===== src/hdl/cmmc_pkg.sv =====
// constants, types and decode helpers of the cell monitor mode control
// assumes nothing beyond a SystemVerilog compiler; no imports anywhere
package cmmc_pkg;
   // measurement command addresses and the suffix they must carry
   localparam logic [5:0] ADDR_SCAN_VOLT = 6'h01;
   localparam logic [5:0] ADDR_SCAN_TEMP = 6'h02;
   localparam logic [5:0] ADDR_SCAN_MIXED = 6'h03;
   localparam logic [5:0] ADDR_SCAN_WIRES = 6'h04;
   localparam logic [5:0] ADDR_SCAN_ALL = 6'h05;
   localparam logic [5:0] ADDR_SCAN_CONT = 6'h06;
   localparam logic [5:0] ADDR_UNUSED_07 = 6'h07;
   localparam logic [5:0] ADDR_MEASURE = 6'h08;
   localparam logic [5:0] SUFFIX_NONE = 6'h00;
   // chain geometry
   localparam logic [3:0] MAX_DEVICES = 4'he;
   localparam logic [3:0] POS_BOTTOM = 4'h1;
   localparam logic [3:0] POS_FIRST_MIDDLE = 4'h2;
   // falling command clock edge that starts a scan
   localparam logic [4:0] SYNC_PULSE_CHAIN = 5'h18;
   localparam logic [4:0] SYNC_PULSE_SOLO = 5'h10;
   // command word layout: {broadcast, target, suffix, address}
   localparam int CMD_W = 17;
   // decoded command kinds
   typedef enum logic [3:0] {
      K_NONE, K_VOLT, K_TEMP, K_MIXED, K_WIRES, K_ALL, K_CONT, K_MEAS, K_UNDEF, K_OTHER
   } cmmc_kind_t;
   // power states
   typedef enum logic [1:0] {PWR_SHUTDOWN, PWR_SLEEP, PWR_STANDBY, PWR_ACTIVE} cmmc_pwr_t;
   // classify a command read by address and suffix
   function automatic cmmc_kind_t cmmc_decode(input logic [5:0] addr, input logic [5:0] sfx);
      cmmc_kind_t k;
      k = K_OTHER;
      case (addr)
         ADDR_SCAN_VOLT: k = (sfx == SUFFIX_NONE) ? K_VOLT : K_UNDEF;
         ADDR_SCAN_TEMP: k = (sfx == SUFFIX_NONE) ? K_TEMP : K_UNDEF;
         ADDR_SCAN_MIXED: k = (sfx == SUFFIX_NONE) ? K_MIXED : K_UNDEF;
         ADDR_SCAN_WIRES: k = (sfx == SUFFIX_NONE) ? K_WIRES : K_UNDEF;
         ADDR_SCAN_ALL: k = (sfx == SUFFIX_NONE) ? K_ALL : K_UNDEF;
         ADDR_SCAN_CONT: k = (sfx == SUFFIX_NONE) ? K_CONT : K_UNDEF;
         ADDR_MEASURE: k = K_MEAS;
         SUFFIX_NONE, ADDR_UNUSED_07: k = K_UNDEF;
         default: k = K_OTHER;
      endcase
      return k;
   endfunction
   // true for any scan or measure command
   function automatic logic cmmc_is_meas(input cmmc_kind_t k);
      return (k >= K_VOLT) && (k <= K_MEAS);
   endfunction
endpackage


===== src/hdl/cmmc_cmd_if.sv =====
// valid/ready command carrier between the input buffer and the mode control
// assumes both ends run on the same core clock
`timescale 1ns/1ps
interface cmmc_cmd_if #(parameter int W = 17);
   logic valid; // a command word is offered
   logic ready; // the consumer takes it this cycle
   logic [W-1:0] data; // command word
   modport src(output valid, output data, input ready);
   modport dst(input valid, input data, output ready);
endinterface


===== src/hdl/cmmc_mode_ctrl.sv =====
// command and power mode control of one stack cell monitor
// assumes command words come decoded from the serial front end as address reads,
// clock edges and chain ticks as one-cycle pulses on the core clock
// Behaviour
// command reads at set addresses are commands
// addresses 01 to 05 zero suffix: scans
// address 06 starts repeated interval scanning
// address 08 measures element in suffix
// busy device ignores new scan commands
// ignored commands still go up the chain
// other commands work while scanning
// sleep on command or watchdog expiry
// sleep keeps timed scans, wakes on traffic
// enable low means shutdown, core stays up
// leaving shutdown reloads no factory data
// normal mode: standby waits, active converts
// up to 14 devices, bottom is one
// middles are two to n-1
// bottom uses spi, middles two ports
// chained results carry position tags
// read-all address streams all data
// addressed, top, bottom own the timing
// no filtering on converter results
// start at 24th or 16th falling edge
// continuous flag set, cleared by inhibit
// one chain tick start lag per device
// undefined address changes no state; code still updates tmaster
`timescale 1ns/1ps
module cmmc_mode_ctrl #(
   parameter int INTV_W = 20,
   parameter logic [5:0] READ_ALL_ADDR = 6'h3f,
   parameter int BUF_DEPTH = 2
) (
   input wire logic i_core_clk,
   input wire logic i_resetn,
   input wire logic i_cmd_valid,
   input wire logic [5:0] i_cmd_addr,
   input wire logic [5:0] i_cmd_suffix,
   input wire logic [3:0] i_cmd_target,
   input wire logic i_cmd_bcast,
   output logic o_cmd_ready,
   output logic o_fwd_valid,
   input wire logic i_fwd_ready,
   output logic [5:0] o_fwd_addr,
   output logic [5:0] o_fwd_suffix,
   output logic [3:0] o_fwd_target,
   output logic o_fwd_bcast,
   input wire logic [3:0] i_dev_position,
   input wire logic [3:0] i_stack_size,
   input wire logic i_frame_start,
   input wire logic i_cmd_clk_fall,
   input wire logic i_chain_tick,
   input wire logic i_enable,
   input wire logic i_sleep_cmd,
   input wire logic i_wdog_expire,
   input wire logic i_comm_wake,
   input wire logic i_scan_inhibit,
   input wire logic i_scan_done,
   input wire logic [INTV_W-1:0] i_scan_interval,
   output logic o_scan_start,
   output cmmc_pkg::cmmc_kind_t o_scan_kind,
   output logic [5:0] o_meas_elem,
   output logic o_scan_busy,
   output logic o_cont_scan,
   output logic o_cmd_ignored,
   output logic o_read_all,
   output logic o_other_cmd,
   output logic [5:0] o_other_addr,
   output logic [5:0] o_other_suffix,
   output cmmc_pkg::cmmc_pwr_t o_power_state,
   output logic o_analog_en,
   output logic o_fast_osc_en,
   output logic o_slow_osc_en,
   output logic o_core_en,
   output logic o_comm_in_en,
   output logic o_nvm_reload,
   output logic o_role_solo,
   output logic o_role_bottom,
   output logic o_role_middle,
   output logic o_role_top,
   output logic o_pos_error,
   output logic o_spi_en,
   output logic o_up_port_en,
   output logic o_down_port_en,
   output logic o_timing_master,
   output logic o_tag_results,
   output logic o_adc_filter_en,
   output logic o_fault_filter_en
);
   localparam logic [INTV_W-1:0] INTV_ONE = {{(INTV_W-1){1'b0}}, 1'b1};

   // whole state of the mode control
   typedef struct packed {
      cmmc_pkg::cmmc_pwr_t pstate; // power state
      logic ret_sleep; // timed scan began in sleep
      logic scan_flag; // continuous scanning on
      logic pend; // accepted command waits to start
      cmmc_pkg::cmmc_kind_t pend_kind; // kind of waiting command
      logic sync_hit; // start edge of this frame seen
      logic [4:0] sync_cnt; // falling edges in this frame
      logic lat_run; // stack lag countdown running
      logic [3:0] lat_cnt; // chain ticks still to wait
      logic [INTV_W-1:0] intv; // cycles to next timed scan
      cmmc_pkg::cmmc_kind_t cur_kind; // kind of running scan
      logic [5:0] meas_elem; // element of a measure
      logic start_p; // scan start pulse
      logic ign_p; // ignored command pulse
      logic rd_all_p; // read-all pulse
      logic other_p; // other command pulse
      logic [5:0] other_addr; // its address
      logic [5:0] other_suffix; // its suffix
      logic booted; // first cycle after reset done
      logic reload_p; // factory reload pulse
      logic solo; // single device, no chain
      logic bottom; // chain position one
      logic middle; // between bottom and top
      logic top; // last in chain
      logic pos_err; // position or size out of range
      logic tmaster; // last command for this device addressed it alone, not by broadcast
   } cmmc_st_t;

   cmmc_st_t s; // registered state
   cmmc_st_t next_s; // next state
   cmmc_pkg::cmmc_kind_t kind; // decoded kind of offered command
   logic take; // command leaves the buffer
   logic fwd_need; // device has a port above
   logic addressed; // command is for this device
   logic busy; // scan running or waiting
   logic go; // a scan starts now
   logic tmr_go; // interval timer starts a scan
   logic [4:0] sync_target; // falling edge that starts a scan
   logic [5:0] c_addr; // unpacked fields
   logic [5:0] c_sfx;
   logic [3:0] c_tgt;
   logic c_bc;

   cmmc_cmd_if #(.W(cmmc_pkg::CMD_W)) cmd();

   // input buffer holds words while the chain above stalls
   cmmc_cmd_buf #(.W(cmmc_pkg::CMD_W), .DEPTH(BUF_DEPTH)) u_buf (
      .i_core_clk(i_core_clk),
      .i_resetn(i_resetn),
      .i_valid(i_cmd_valid),
      .i_data({i_cmd_bcast, i_cmd_target, i_cmd_suffix, i_cmd_addr}),
      .o_ready(o_cmd_ready),
      .out(cmd)
   );

   assign {c_bc, c_tgt, c_sfx, c_addr} = cmd.data;

   // address and suffix classification
   cmmc_cmd_decode u_dec (
      .i_addr(c_addr),
      .i_suffix(c_sfx),
      .o_kind(kind)
   );

   // every command is repeated upward unless this is the top device or a single device
   assign fwd_need = !s.top && !s.solo;
   assign cmd.ready = cmd.valid && (!fwd_need || i_fwd_ready);
   assign take = cmd.valid && cmd.ready;
   assign o_fwd_valid = cmd.valid && fwd_need;
   assign o_fwd_addr = c_addr;
   assign o_fwd_suffix = c_sfx;
   assign o_fwd_target = c_tgt;
   assign o_fwd_bcast = c_bc;
   assign addressed = c_bc || (c_tgt == i_dev_position);
   assign busy = (s.pstate == cmmc_pkg::PWR_ACTIVE) || s.pend;
   assign sync_target = s.solo ? cmmc_pkg::SYNC_PULSE_SOLO : cmmc_pkg::SYNC_PULSE_CHAIN;
   // timed scans run from standby and from sleep alike
   assign tmr_go = s.scan_flag && (s.intv == '0) && !s.pend &&
      ((s.pstate == cmmc_pkg::PWR_STANDBY) || (s.pstate == cmmc_pkg::PWR_SLEEP));
   assign go = (s.lat_run && (s.lat_cnt == 4'h0)) || tmr_go;

   // next state
   always_comb begin
      next_s = s;
      next_s.start_p = 1'b0;
      next_s.ign_p = 1'b0;
      next_s.rd_all_p = 1'b0;
      next_s.other_p = 1'b0;
      next_s.reload_p = 1'b0;
      // factory data loads only once, after reset, never after shutdown
      next_s.booted = 1'b1;
      next_s.reload_p = !s.booted;
      // chain role from strapped position and stack size
      next_s.solo = (i_stack_size == cmmc_pkg::POS_BOTTOM);
      next_s.bottom = !next_s.solo && (i_dev_position == cmmc_pkg::POS_BOTTOM);
      next_s.top = !next_s.solo && (i_dev_position == i_stack_size);
      next_s.middle = !next_s.solo && (i_dev_position >= cmmc_pkg::POS_FIRST_MIDDLE) &&
         (i_dev_position < i_stack_size);
      next_s.pos_err = (i_dev_position == 4'h0) || (i_dev_position > i_stack_size) ||
         (i_stack_size > cmmc_pkg::MAX_DEVICES);
      // count falling command clock edges up to the start edge
      if (i_frame_start) begin
         next_s.sync_cnt = 5'h00;
         next_s.sync_hit = 1'b0;
      end else if (i_cmd_clk_fall && !s.sync_hit) begin
         next_s.sync_cnt = s.sync_cnt + 5'h01;
         next_s.sync_hit = ((s.sync_cnt + 5'h01) == sync_target);
      end
      // command taken from the buffer
      if (take && addressed) begin
         next_s.tmaster = !c_bc;
         if (cmmc_pkg::cmmc_is_meas(kind)) begin
            if (busy) begin
               // dropped here, still repeated upward
               next_s.ign_p = 1'b1;
            end else begin
               next_s.pend = 1'b1;
               next_s.pend_kind = kind;
               if (kind == cmmc_pkg::K_MEAS) begin
                  next_s.meas_elem = c_sfx;
               end
            end
         end else if (kind == cmmc_pkg::K_OTHER) begin
            // other functions answer regardless of scanning
            next_s.other_p = 1'b1;
            next_s.other_addr = c_addr;
            next_s.other_suffix = c_sfx;
            next_s.rd_all_p = (c_addr == READ_ALL_ADDR);
         end
         // undefined reads fall through and touch nothing but tmaster
      end
      // waiting command starts the stack lag on the start edge
      if (s.pend && s.sync_hit && !s.lat_run) begin
         next_s.lat_run = 1'b1;
         next_s.lat_cnt = s.solo ? 4'h0 : (i_dev_position - cmmc_pkg::POS_BOTTOM);
      end else if (s.lat_run && i_chain_tick && (s.lat_cnt != 4'h0)) begin
         next_s.lat_cnt = s.lat_cnt - 4'h1;
      end
      // interval countdown between continuous scans
      if (s.scan_flag && (s.intv != '0) && ((s.pstate == cmmc_pkg::PWR_STANDBY) ||
            (s.pstate == cmmc_pkg::PWR_SLEEP))) begin
         next_s.intv = s.intv - INTV_ONE;
      end
      // inhibit clears the flag; a timed or continuous start in the same cycle wins below
      if (i_scan_inhibit) begin
         next_s.scan_flag = 1'b0;
      end
      // power state machine
      if (!i_enable) begin
         // pin low: analog off, digital core stays up, pending scan and lag dropped
         next_s.pstate = cmmc_pkg::PWR_SHUTDOWN;
         next_s.pend = 1'b0;
         next_s.lat_run = 1'b0;
         next_s.ret_sleep = 1'b0;
      end else begin
         case (s.pstate)
            cmmc_pkg::PWR_SHUTDOWN: begin
               // power up straight to standby, no reload
               next_s.pstate = cmmc_pkg::PWR_STANDBY;
            end
            cmmc_pkg::PWR_ACTIVE: begin
               // conversion done: timed scans begun in sleep go back to sleep, all others to standby
               if (i_scan_done) begin
                  next_s.pstate = s.ret_sleep ? cmmc_pkg::PWR_SLEEP :
                     cmmc_pkg::PWR_STANDBY;
                  next_s.ret_sleep = 1'b0;
                  if (s.scan_flag) begin
                     next_s.intv = i_scan_interval;
                  end
               end
            end
            cmmc_pkg::PWR_STANDBY, cmmc_pkg::PWR_SLEEP: begin
               if (go) begin
                  next_s.pstate = cmmc_pkg::PWR_ACTIVE;
                  next_s.start_p = 1'b1;
                  next_s.ret_sleep = (s.pstate == cmmc_pkg::PWR_SLEEP) && tmr_go;
                  next_s.cur_kind = tmr_go ? cmmc_pkg::K_CONT : s.pend_kind;
                  if (!tmr_go) begin
                     next_s.pend = 1'b0;
                     next_s.lat_run = 1'b0;
                  end
                  if (tmr_go || (s.pend_kind == cmmc_pkg::K_CONT)) begin
                     next_s.scan_flag = 1'b1;
                  end
               end else if ((s.pstate == cmmc_pkg::PWR_STANDBY) &&
                     (i_sleep_cmd || i_wdog_expire)) begin
                  next_s.pstate = cmmc_pkg::PWR_SLEEP;
               end else if ((s.pstate == cmmc_pkg::PWR_SLEEP) && i_comm_wake) begin
                  next_s.pstate = cmmc_pkg::PWR_STANDBY;
               end
            end
            default: begin
               next_s.pstate = cmmc_pkg::PWR_STANDBY;
            end
         endcase
      end
   end

   // state register
   always_ff @(posedge i_core_clk) begin
      if (!i_resetn) begin
         s <= '0;
         s.pstate <= cmmc_pkg::PWR_STANDBY;
         s.pend_kind <= cmmc_pkg::K_NONE;
         s.cur_kind <= cmmc_pkg::K_NONE;
      end else begin
         s <= next_s;
      end
   end

   // outputs
   assign o_scan_start = s.start_p;
   assign o_scan_kind = s.cur_kind;
   assign o_meas_elem = s.meas_elem;
   assign o_scan_busy = (s.pstate == cmmc_pkg::PWR_ACTIVE);
   assign o_cont_scan = s.scan_flag;
   assign o_cmd_ignored = s.ign_p;
   assign o_read_all = s.rd_all_p;
   assign o_other_cmd = s.other_p;
   assign o_other_addr = s.other_addr;
   assign o_other_suffix = s.other_suffix;
   assign o_power_state = s.pstate;
   // in sleep only comms inputs, slow clock and the registers live
   assign o_analog_en = (s.pstate == cmmc_pkg::PWR_STANDBY) ||
      (s.pstate == cmmc_pkg::PWR_ACTIVE);
   assign o_fast_osc_en = o_analog_en;
   assign o_slow_osc_en = (s.pstate != cmmc_pkg::PWR_SHUTDOWN);
   assign o_core_en = 1'b1;
   assign o_comm_in_en = 1'b1;
   assign o_nvm_reload = s.reload_p;
   assign o_role_solo = s.solo;
   assign o_role_bottom = s.bottom;
   assign o_role_middle = s.middle;
   assign o_role_top = s.top;
   assign o_pos_error = s.pos_err;
   // ports used follow the chain position
   assign o_spi_en = s.solo || s.bottom;
   assign o_up_port_en = s.bottom || s.middle;
   assign o_down_port_en = s.middle || s.top;
   assign o_timing_master = s.solo || s.bottom || s.top || s.tmaster;
   assign o_tag_results = !s.solo;
   assign o_adc_filter_en = 1'b0;
   assign o_fault_filter_en = 1'b1;
endmodule


===== src/hdl/cmmc_cmd_buf.sv =====
// small fifo in the command path so a stalled chain loses no word
// assumes synchronous active-low reset and one clock
`timescale 1ns/1ps
module cmmc_cmd_buf #(
   parameter int W = 17,
   parameter int DEPTH = 2
) (
   input wire logic i_core_clk,
   input wire logic i_resetn,
   input wire logic i_valid,
   input wire logic [W-1:0] i_data,
   output logic o_ready,
   cmmc_cmd_if.src out
);
   localparam int PW = (DEPTH > 1) ? $clog2(DEPTH) : 1;
   localparam logic [PW-1:0] LAST = PW'(DEPTH - 1);
   localparam logic [PW:0] FULL = (PW + 1)'(DEPTH);
   // whole buffer state
   typedef struct packed {
      logic [DEPTH-1:0][W-1:0] mem; // stored words
      logic [PW-1:0] wr; // write slot
      logic [PW-1:0] rd; // read slot
      logic [PW:0] cnt; // words held
   } cmmc_buf_st_t;
   cmmc_buf_st_t s;
   cmmc_buf_st_t next_s;
   logic push;
   logic pop;
   assign o_ready = (s.cnt != FULL);
   assign out.valid = (s.cnt != '0);
   assign out.data = s.mem[s.rd];
   assign push = i_valid && o_ready;
   assign pop = out.valid && out.ready;
   // pointer and count update
   always_comb begin
      next_s = s;
      if (push) begin
         next_s.mem[s.wr] = i_data;
         next_s.wr = (s.wr == LAST) ? '0 : s.wr + 1'b1;
      end
      if (pop) begin
         next_s.rd = (s.rd == LAST) ? '0 : s.rd + 1'b1;
      end
      if (push && !pop) begin
         next_s.cnt = s.cnt + 1'b1;
      end else if (pop && !push) begin
         next_s.cnt = s.cnt - 1'b1;
      end
   end
   // state register
   always_ff @(posedge i_core_clk) begin
      if (!i_resetn) begin
         s <= '0;
      end else begin
         s <= next_s;
      end
   end
endmodule


===== src/hdl/cmmc_cmd_decode.sv =====
// classifies a command read into a scan, measure, undefined or other command
// assumes address and suffix are stable while the command is offered
`timescale 1ns/1ps
module cmmc_cmd_decode (
   input wire logic [5:0] i_addr,
   input wire logic [5:0] i_suffix,
   output cmmc_pkg::cmmc_kind_t o_kind
);
   // pure table lookup
   always_comb begin
      o_kind = cmmc_pkg::cmmc_decode(i_addr, i_suffix);
   end
endmodule


===== config.mk =====
export PLATFORM = sky130hd
export DESIGN_NAME = cmmc_mode_ctrl
export DESIGN_NICKNAME = d
export VERILOG_FILES = /design/src/hdl/cmmc_pkg.sv /design/src/hdl/cmmc_cmd_if.sv /design/src/hdl/cmmc_mode_ctrl.sv /design/src/hdl/cmmc_cmd_buf.sv /design/src/hdl/cmmc_cmd_decode.sv
export SDC_FILE = /design/constraint.sdc
export NUM_CORES = 1
export LEC_CHECK = 0
export BUFFER_PORTS_ARGS = -buffer_cell sky130_fd_sc_hd__buf_2
export CORE_UTILIZATION = 50
export CTS_CLUSTER_DIAMETER = 120
export DETAILED_ROUTE_END_ITERATION = 10
export PLACE_DENSITY = 0.74
export SLEW_MARGIN = 20
export SYNTH_ARGS = -nofsm -noshare
export SYNTH_HDL_FRONTEND = slang
export SYNTH_SLANG_ARGS = --single-unit

===== constraint.sdc =====
create_clock -name i_core_clk -period 2.1 [get_ports i_core_clk]
set_input_delay 0.21 -clock i_core_clk [delete_from_list [all_inputs] [get_ports i_core_clk]]
set_output_delay 0.21 -clock i_core_clk [all_outputs]
set_load 0.005 [all_outputs]

# ---- Yosys cells after proc, flatten, opt, wreduce, memory -nomap -nowiden
# Index checks and enable logic that the tools add are counted.
dict set report classes {
  n_reduce_logical 82
  order_cmp 9
  addsub 8
  muxes 54
  bitwise 5
  n_eq_ne 26
}
# op count
set op_table {}
lappend op_table {{20-bit 2-to-1 mux} 4}
lappend op_table {{4-bit 2-to-1 mux} 13}
lappend op_table {{17-bit 2-to-1 mux} 3}
lappend op_table {{34-bit bitwise mux} 1}
lappend op_table {{4-bit one-hot mux with 8 select lines} 1}
lappend op_table {{1-bit logical AND} 28}
lappend op_table {{6-bit by 3-bit equality test with 1-bit output, second input constant} 4}
lappend op_table {{24-bit 2-to-1 mux} 1}
lappend op_table {{20-bit logical NOT} 1}
lappend op_table {{20-bit nonzero test} 1}
lappend op_table {{20-bit by 1-bit subtractor with 20-bit output, second input constant} 1}
lappend op_table {{3-bit AND reduction} 6}
lappend op_table {{17-bit demux with 1-bit select} 1}
lappend op_table {{1-bit logical OR} 15}
lappend op_table {{5-bit 2-to-1 mux} 3}
lappend op_table {{14-bit 2-to-1 mux} 1}
lappend op_table {{2-bit 2-to-1 mux} 7}
lappend op_table {{1-bit 2-to-1 mux} 13}
lappend op_table {{6-bit by 2-bit equality test with 1-bit output, second input constant} 2}
lappend op_table {{6-bit logical NOT} 2}
lappend op_table {{1-bit logical NOT} 11}
lappend op_table {{2-bit nonzero test} 5}
lappend op_table {{3-bit 2-to-1 mux} 3}
lappend op_table {{4-bit by 1-bit equality test with 1-bit output, second input constant} 2}
lappend op_table {{38 further kinds} 55}
dict set report word_totals {
  output_inout_bits 67
  reg_bits 112
  inputBits 58
}

# ---- Logic depth before layout (Yosys ltp)
dict set report depth {
  word_depth 13
  ltp_mapped 10
  ltp_nobuf 8
}

# ---- By module
# A second synthesis with hierarchy kept.
dict set report unflattened {
  cells_unflattened 685
  hier_area_um2 6117.1
}
# module instances seq_area_each_um2 cells_each area_per_inst_um2
set by_module_without_submodules {}
lappend by_module_without_submodules {cmmc_mode_ctrl 1 1481.4 494 4235.3}
lappend by_module_without_submodules {cmmc_cmd_buf 1 760.7 169 1726.7}
lappend by_module_without_submodules {cmmc_cmd_decode 1 0.0 22 155.1}

# ---- Worst setup path before layout
# No wires, ideal clock.
dict set report synth_timing {
  path_type {reg2reg}
  from {register s (netlist bit o_power_state[0])}
  to {register s[53] (netlist name)}
  path_stages_with_launch 9
  t_required_ps 2030
  setup_slack_ps 4
  setup_time_ps 70
  path_buffers 0
  t_arrival_ps 2026
  synth_period_minus_slack_ps 2096
  path_cell_list {dfxtp_1 -> inv_1 -> ha_1 -> nand2_1 -> nor3_1 -> o21ai_0 -> or3_1 -> xor2_1 -> a21oi_1}
}
dict set report synth_between {
  elab_chain_len 8
  elab_cells_between_ends 10
}
# element line
set synth_lines {}
lappend synth_lines {{start: declaration} cmmc_mode_ctrl.sv:122} ;# cmmc_st_t s;
lappend synth_lines {{start signal: assignment} cmmc_mode_ctrl.sv:300} ;# s <= next_s;
lappend synth_lines {{2-bit equality test / 2-bit by 1-bit equality test with 1-bit output (equally long branches)} {cmmc_mode_ctrl.sv:233, cmmc_mode_ctrl.sv:234}}
lappend synth_lines {{1-bit logical OR} cmmc_mode_ctrl.sv:233} ;# if (s.scan_flag && (s.intv != '0) && ((s.pstate == cmmc_pkg::PWR_STANDBY) ||
lappend synth_lines {{1-bit logical AND} cmmc_mode_ctrl.sv:233}
lappend synth_lines {{20-bit 2-to-1 mux} cmmc_mode_ctrl.sv:233}
lappend synth_lines {{20-bit 2-to-1 mux} cmmc_mode_ctrl.sv:260} ;# if (s.scan_flag) begin
lappend synth_lines {{20-bit 2-to-1 mux} cmmc_mode_ctrl.sv:256} ;# if (i_scan_done) begin
lappend synth_lines {{20-bit 2-to-1 mux} cmmc_mode_ctrl.sv:249} ;# case (s.pstate)
lappend synth_lines {{24-bit 2-to-1 mux *} cmmc_mode_ctrl.sv:242} ;# if (!i_enable) begin
# Every way passes the cells marked *; elsewhere a longest branch is shown, timed or not.
# A chain may end at the register's enable or synchronous reset.

# ---- Worst setup path in the final report
dict set report layout_timing {
  from {register u_buf.s[2] (netlist name)}
  to {register s (netlist bit o_other_addr[3])}
}
dict set report layout_between {
  elab_chain_len 9
  elab_cells_between_ends 29
}
# element line
set layout_lines {}
lappend layout_lines {{start: declaration} cmmc_cmd_buf.sv:25} ;# cmmc_buf_st_t s;
lappend layout_lines {{start signal: assignment} cmmc_cmd_buf.sv:55} ;# s <= next_s;
lappend layout_lines {{17-bit 2-to-1 mux (not written as such) * (2 in a row)} cmmc_cmd_buf.sv:31} ;# assign out.data = s.mem[s.rd];
lappend layout_lines {{6-bit by 3-bit equality test with 1-bit output (tied with other cells)} cmmc_pkg.sv:33} ;# case (addr)
lappend layout_lines {{2-bit OR reduction (tied with other cells)} cmmc_pkg.sv:33}
lappend layout_lines {{4-bit one-hot mux with 8 select lines} cmmc_pkg.sv:33}
lappend layout_lines {{4-bit by 1-bit greater-or-equal comparator with 1-bit output / 4-bit by 3-bit <= comparator with 1-bit output (equally long branches)} cmmc_pkg.sv:48} ;# return (k >= K_VOLT) && (k <= K_MEAS);
lappend layout_lines {{1-bit logical AND} cmmc_pkg.sv:48}
lappend layout_lines {{1-bit inverter (no line)} -}
lappend layout_lines {{3-bit AND reduction (no line)} -}
# Every way passes the cells marked *; elsewhere a longest branch is shown, timed or not. The select of a mux whose other input is x is not followed.

==> results.json <==
{
  "antenna_found_initial": 0,
  "grt_pass1_vias": 4946,
  "vias": 5282,
  "cts-root-buf": "clkbuf_16",
  "cp.required_ns": 2.37,
  "die-area_sq_mm": 0.0121,
  "slew_violations": 0,
  "io_pins": 125,
  "grt_overflow": 0,
  "ys_top_cells_by_area": "dfxtp_1 (39%), nand2_1 (6.7%), a21oi_1 (5.9%)",
  "fin_crit_ns": 2.18,
  "pwr-share-seq": 0.411,
  "grt_max_degree": 44,
  "fillers": 925,
  "die_x_um": 110,
  "post_synth_num_cell_types": 67,
  "p_leak_uw": 0.00313,
  "ir_worst_vdd_mv": 0.604,
  "dpl.hpwl_um": 10800,
  "track_usage": 0.249,
  "drt_iter0_drc": 253,
  "cts_buffers": 9,
  "place_area_sq_mm": 0.00659,
  "path_clk_slew_ns": 0.08,
  "cts_sinks": 112,
  "num_rows": 38,
  "p_int_uw": 4020,
  "yosysWarnings": 0,
  "outcome": "finished, violations left",
  "gp_congestion": 0.880,
  "ys_seq_elements": 112,
  "path_max_fanout": 10,
  "clk_latency_ns": 0.35,
  "crit_path_start_kind": "flop",
  "avgSynthCellArea_sq_um": 8.37,
  "switching_share": 0.297,
  "worst_hold_slack_ns": 0.0994,
  "port_buffers": 120,
  "layout_setup_ws_ns": -0.0753,
  "drv_cap": 0,
  "final_cell_mix": "buf_2 (120), dfxtp_1 (111), nand2_1 (103)",
  "yosys_most_used_dff": "dfxtp_1",
  "p_sw_uw": 1700,
  "setup_viol": 6,
  "start_util": 0.524,
  "relSlewSlack": 0.566,
  "netlist_instances": 694,
  "rsz0062_at_grt": "true",
  "synth_seq_area_share": 0.386,
  "fin_area_sq_mm": 0.00715,
  "syn2layout_area_growth_pct": 23.2,
  "drtAntennaViolNets": 0,
  "drt-vias-per-instance": 5.48,
  "synthArstFlopShare": 0,
  "crit_arrival_ns": 2.45,
  "finalHoldViolations": 0,
  "drtPass1Iterations": 5,
  "nets": 897,
  "antenna_cells": 0,
  "syn-cell-area_sq_mm": 0.00581,
  "synth_area_leader_cell": "dfxtp_1",
  "dieHeight_um": 110,
  "drive_gt1_frac": 0.306,
  "crit_type": "reg2reg",
  "cts_tree": "yes",
  "clock_power_share": 0.330,
  "min_path_type": "in2reg",
  "final_common_cell": "buf_2",
  "post_drt_wl_per_cell_um": 15.2,
  "synth-edff-count": 0,
  "coreArea_sq_mm": 0.0111,
  "critPathCaptureType": "flop",
  "fin_skew_ns": 0.00914,
  "clockBufferDepth": 2,
  "synth_top_cell_area_share": 0.386,
  "violations": "setup timing",
  "pwr_density_cell_mw_per_mm2": 800,
  "drc": 0,
  "grt_pass1_wl_um": 23200,
  "worst_slew_pin_slew_ns": 0.647,
  "htree_levels": 3,
  "drt-total-wl_um": 14600,
  "fmax_mhz": 460,
  "period_share": 1.04,
  "pwr-share-comb": 0.258
}
==> registers in the layout (all words and copies together) (netlist names), 2 cells and up, named ones only <==
register,flops
s,38
o_meas_elem,6
o_scan_kind,4
o_power_state,2
u_buf.s,38
o_other_addr,6
o_other_suffix,6
==> per-stage QoR <==
stage / TNS, ns / power [uW] / std cells / utilization / setup slack [ns]
after floorplan: 0 / 3260 / 696 / - / 0.00375
after CTS: -0.308 / 5680 / 959 / 0.631 / -0.0786
after global routing: -1.68 / 5980 / 964 / 0.646 / -0.171
after detailed placement: -0.734 / 3750 / 940 / 0.595 / -0.108
final: -0.323 / 5720 / 964 / 0.646 / -0.0753
after global placement: -0.132 / 3700 / 940 / 0.595 / -0.0565
==> layout make-up <==
cell class              count  area [sq um]  share of cell area
flip-flops and latches    112          2240               0.314
multi-input cells         496          3250               0.454
clock inverters             5          85.1              0.0119
clock buffers              11           243              0.0339
repair buffers            174          1060               0.149
well taps                 140           175              0.0245
inverters                  26          97.6              0.0136
==> kinds of logic (layout without fill, tap and decap cells) <==
logic type / count (synthesis) / in the layout / synth area share
compound gates: 154 / 154 / 0.165
fa+ha+maj: 20 / 20 / 0.0431
other cells: 2 / 4 / 0.00129
simple gates: 260 / 260 / 0.220
flops: 112 / 112 / 0.386
xor+xnor: 30 / 30 / 0.0452
mux: 28 / 28 / 0.0564
buf+inv: 88 / 216 / 0.0825
==> routing by layer <==
metal / global-route usage / vias up / part of all wire / wire length (um)
li1: - / 2614 / - / -
met1: 0.310 / 2486 / 0.43 / 6280
met2: 0.423 / 162 / 0.49 / 7220
met3: 0.0605 / 20 / 0.058 / 851
met4: 0.0771 / 0 / 0.019 / 278
met5: 0 / - / 0 / 0
==> worst max-delay path, stage by stage (launching register included) <==
cell and delay (ns):
dfxtp_2 0.36, buf_12 0.14, mux2i_4 0.26, xnor2_2 0.11, o41ai_4 0.40, nor3b_4 0.28, buf_12 0.17, buf_8 0.14
nor2_2 0.04, a211oi_2 0.18
==> power by group through the flow <==
stage | clock network (uW) | logic (uW) | registers, uW
6_report | 1890 | 1480 | 2350
2_1_floorplan | 0 | 895 | 2370
4_1_cts | 1930 | 1410 | 2350
3_5_place_dp | 0 | 1360 | 2390
3_3_place_gp | 0 | 1310 | 2390
5_1_grt | 2000 | 1610 | 2370
==> Yosys cell counts (15+ instances only) <==
cell and number:
a21oi_1 69, buf_4 29, clkbuf_1 27, dfxtp_1 112
ha_1 20, inv_1 25, mux2i_1 17, nand2_1 103
nand3_1 15, nor2_1 53, nor3_1 15, o21ai_0 32
xor2_1 16
==> final timing paths <==
| kind | cells after the start | slack, ns | endpoint | from |
|---|---|---|---|---|
| max | 9 | -0.08 | o_other_addr[3] | u_buf.s[2] |
| min | 3 | 0.1 | u_buf.s[37] | i_cmd_bcast |
| max reg2reg | 9 | -0.08 | o_other_addr[3] | u_buf.s[2] |
| min reg2reg | 1 | 0.39 | o_nvm_reload | s[7] |
==> repair_timing <==
action                     in CTS  in global routing
hold buffers                    0                  0
cloned                          0                  1
resized for setup              12                 32
pin swaps                       2                 10
setup endpoints to repair      18                 35
hold endpoints to repair        0                  0
setup buffers                   3                  4
No activity file was read; power rests on OpenSTA's default activity.
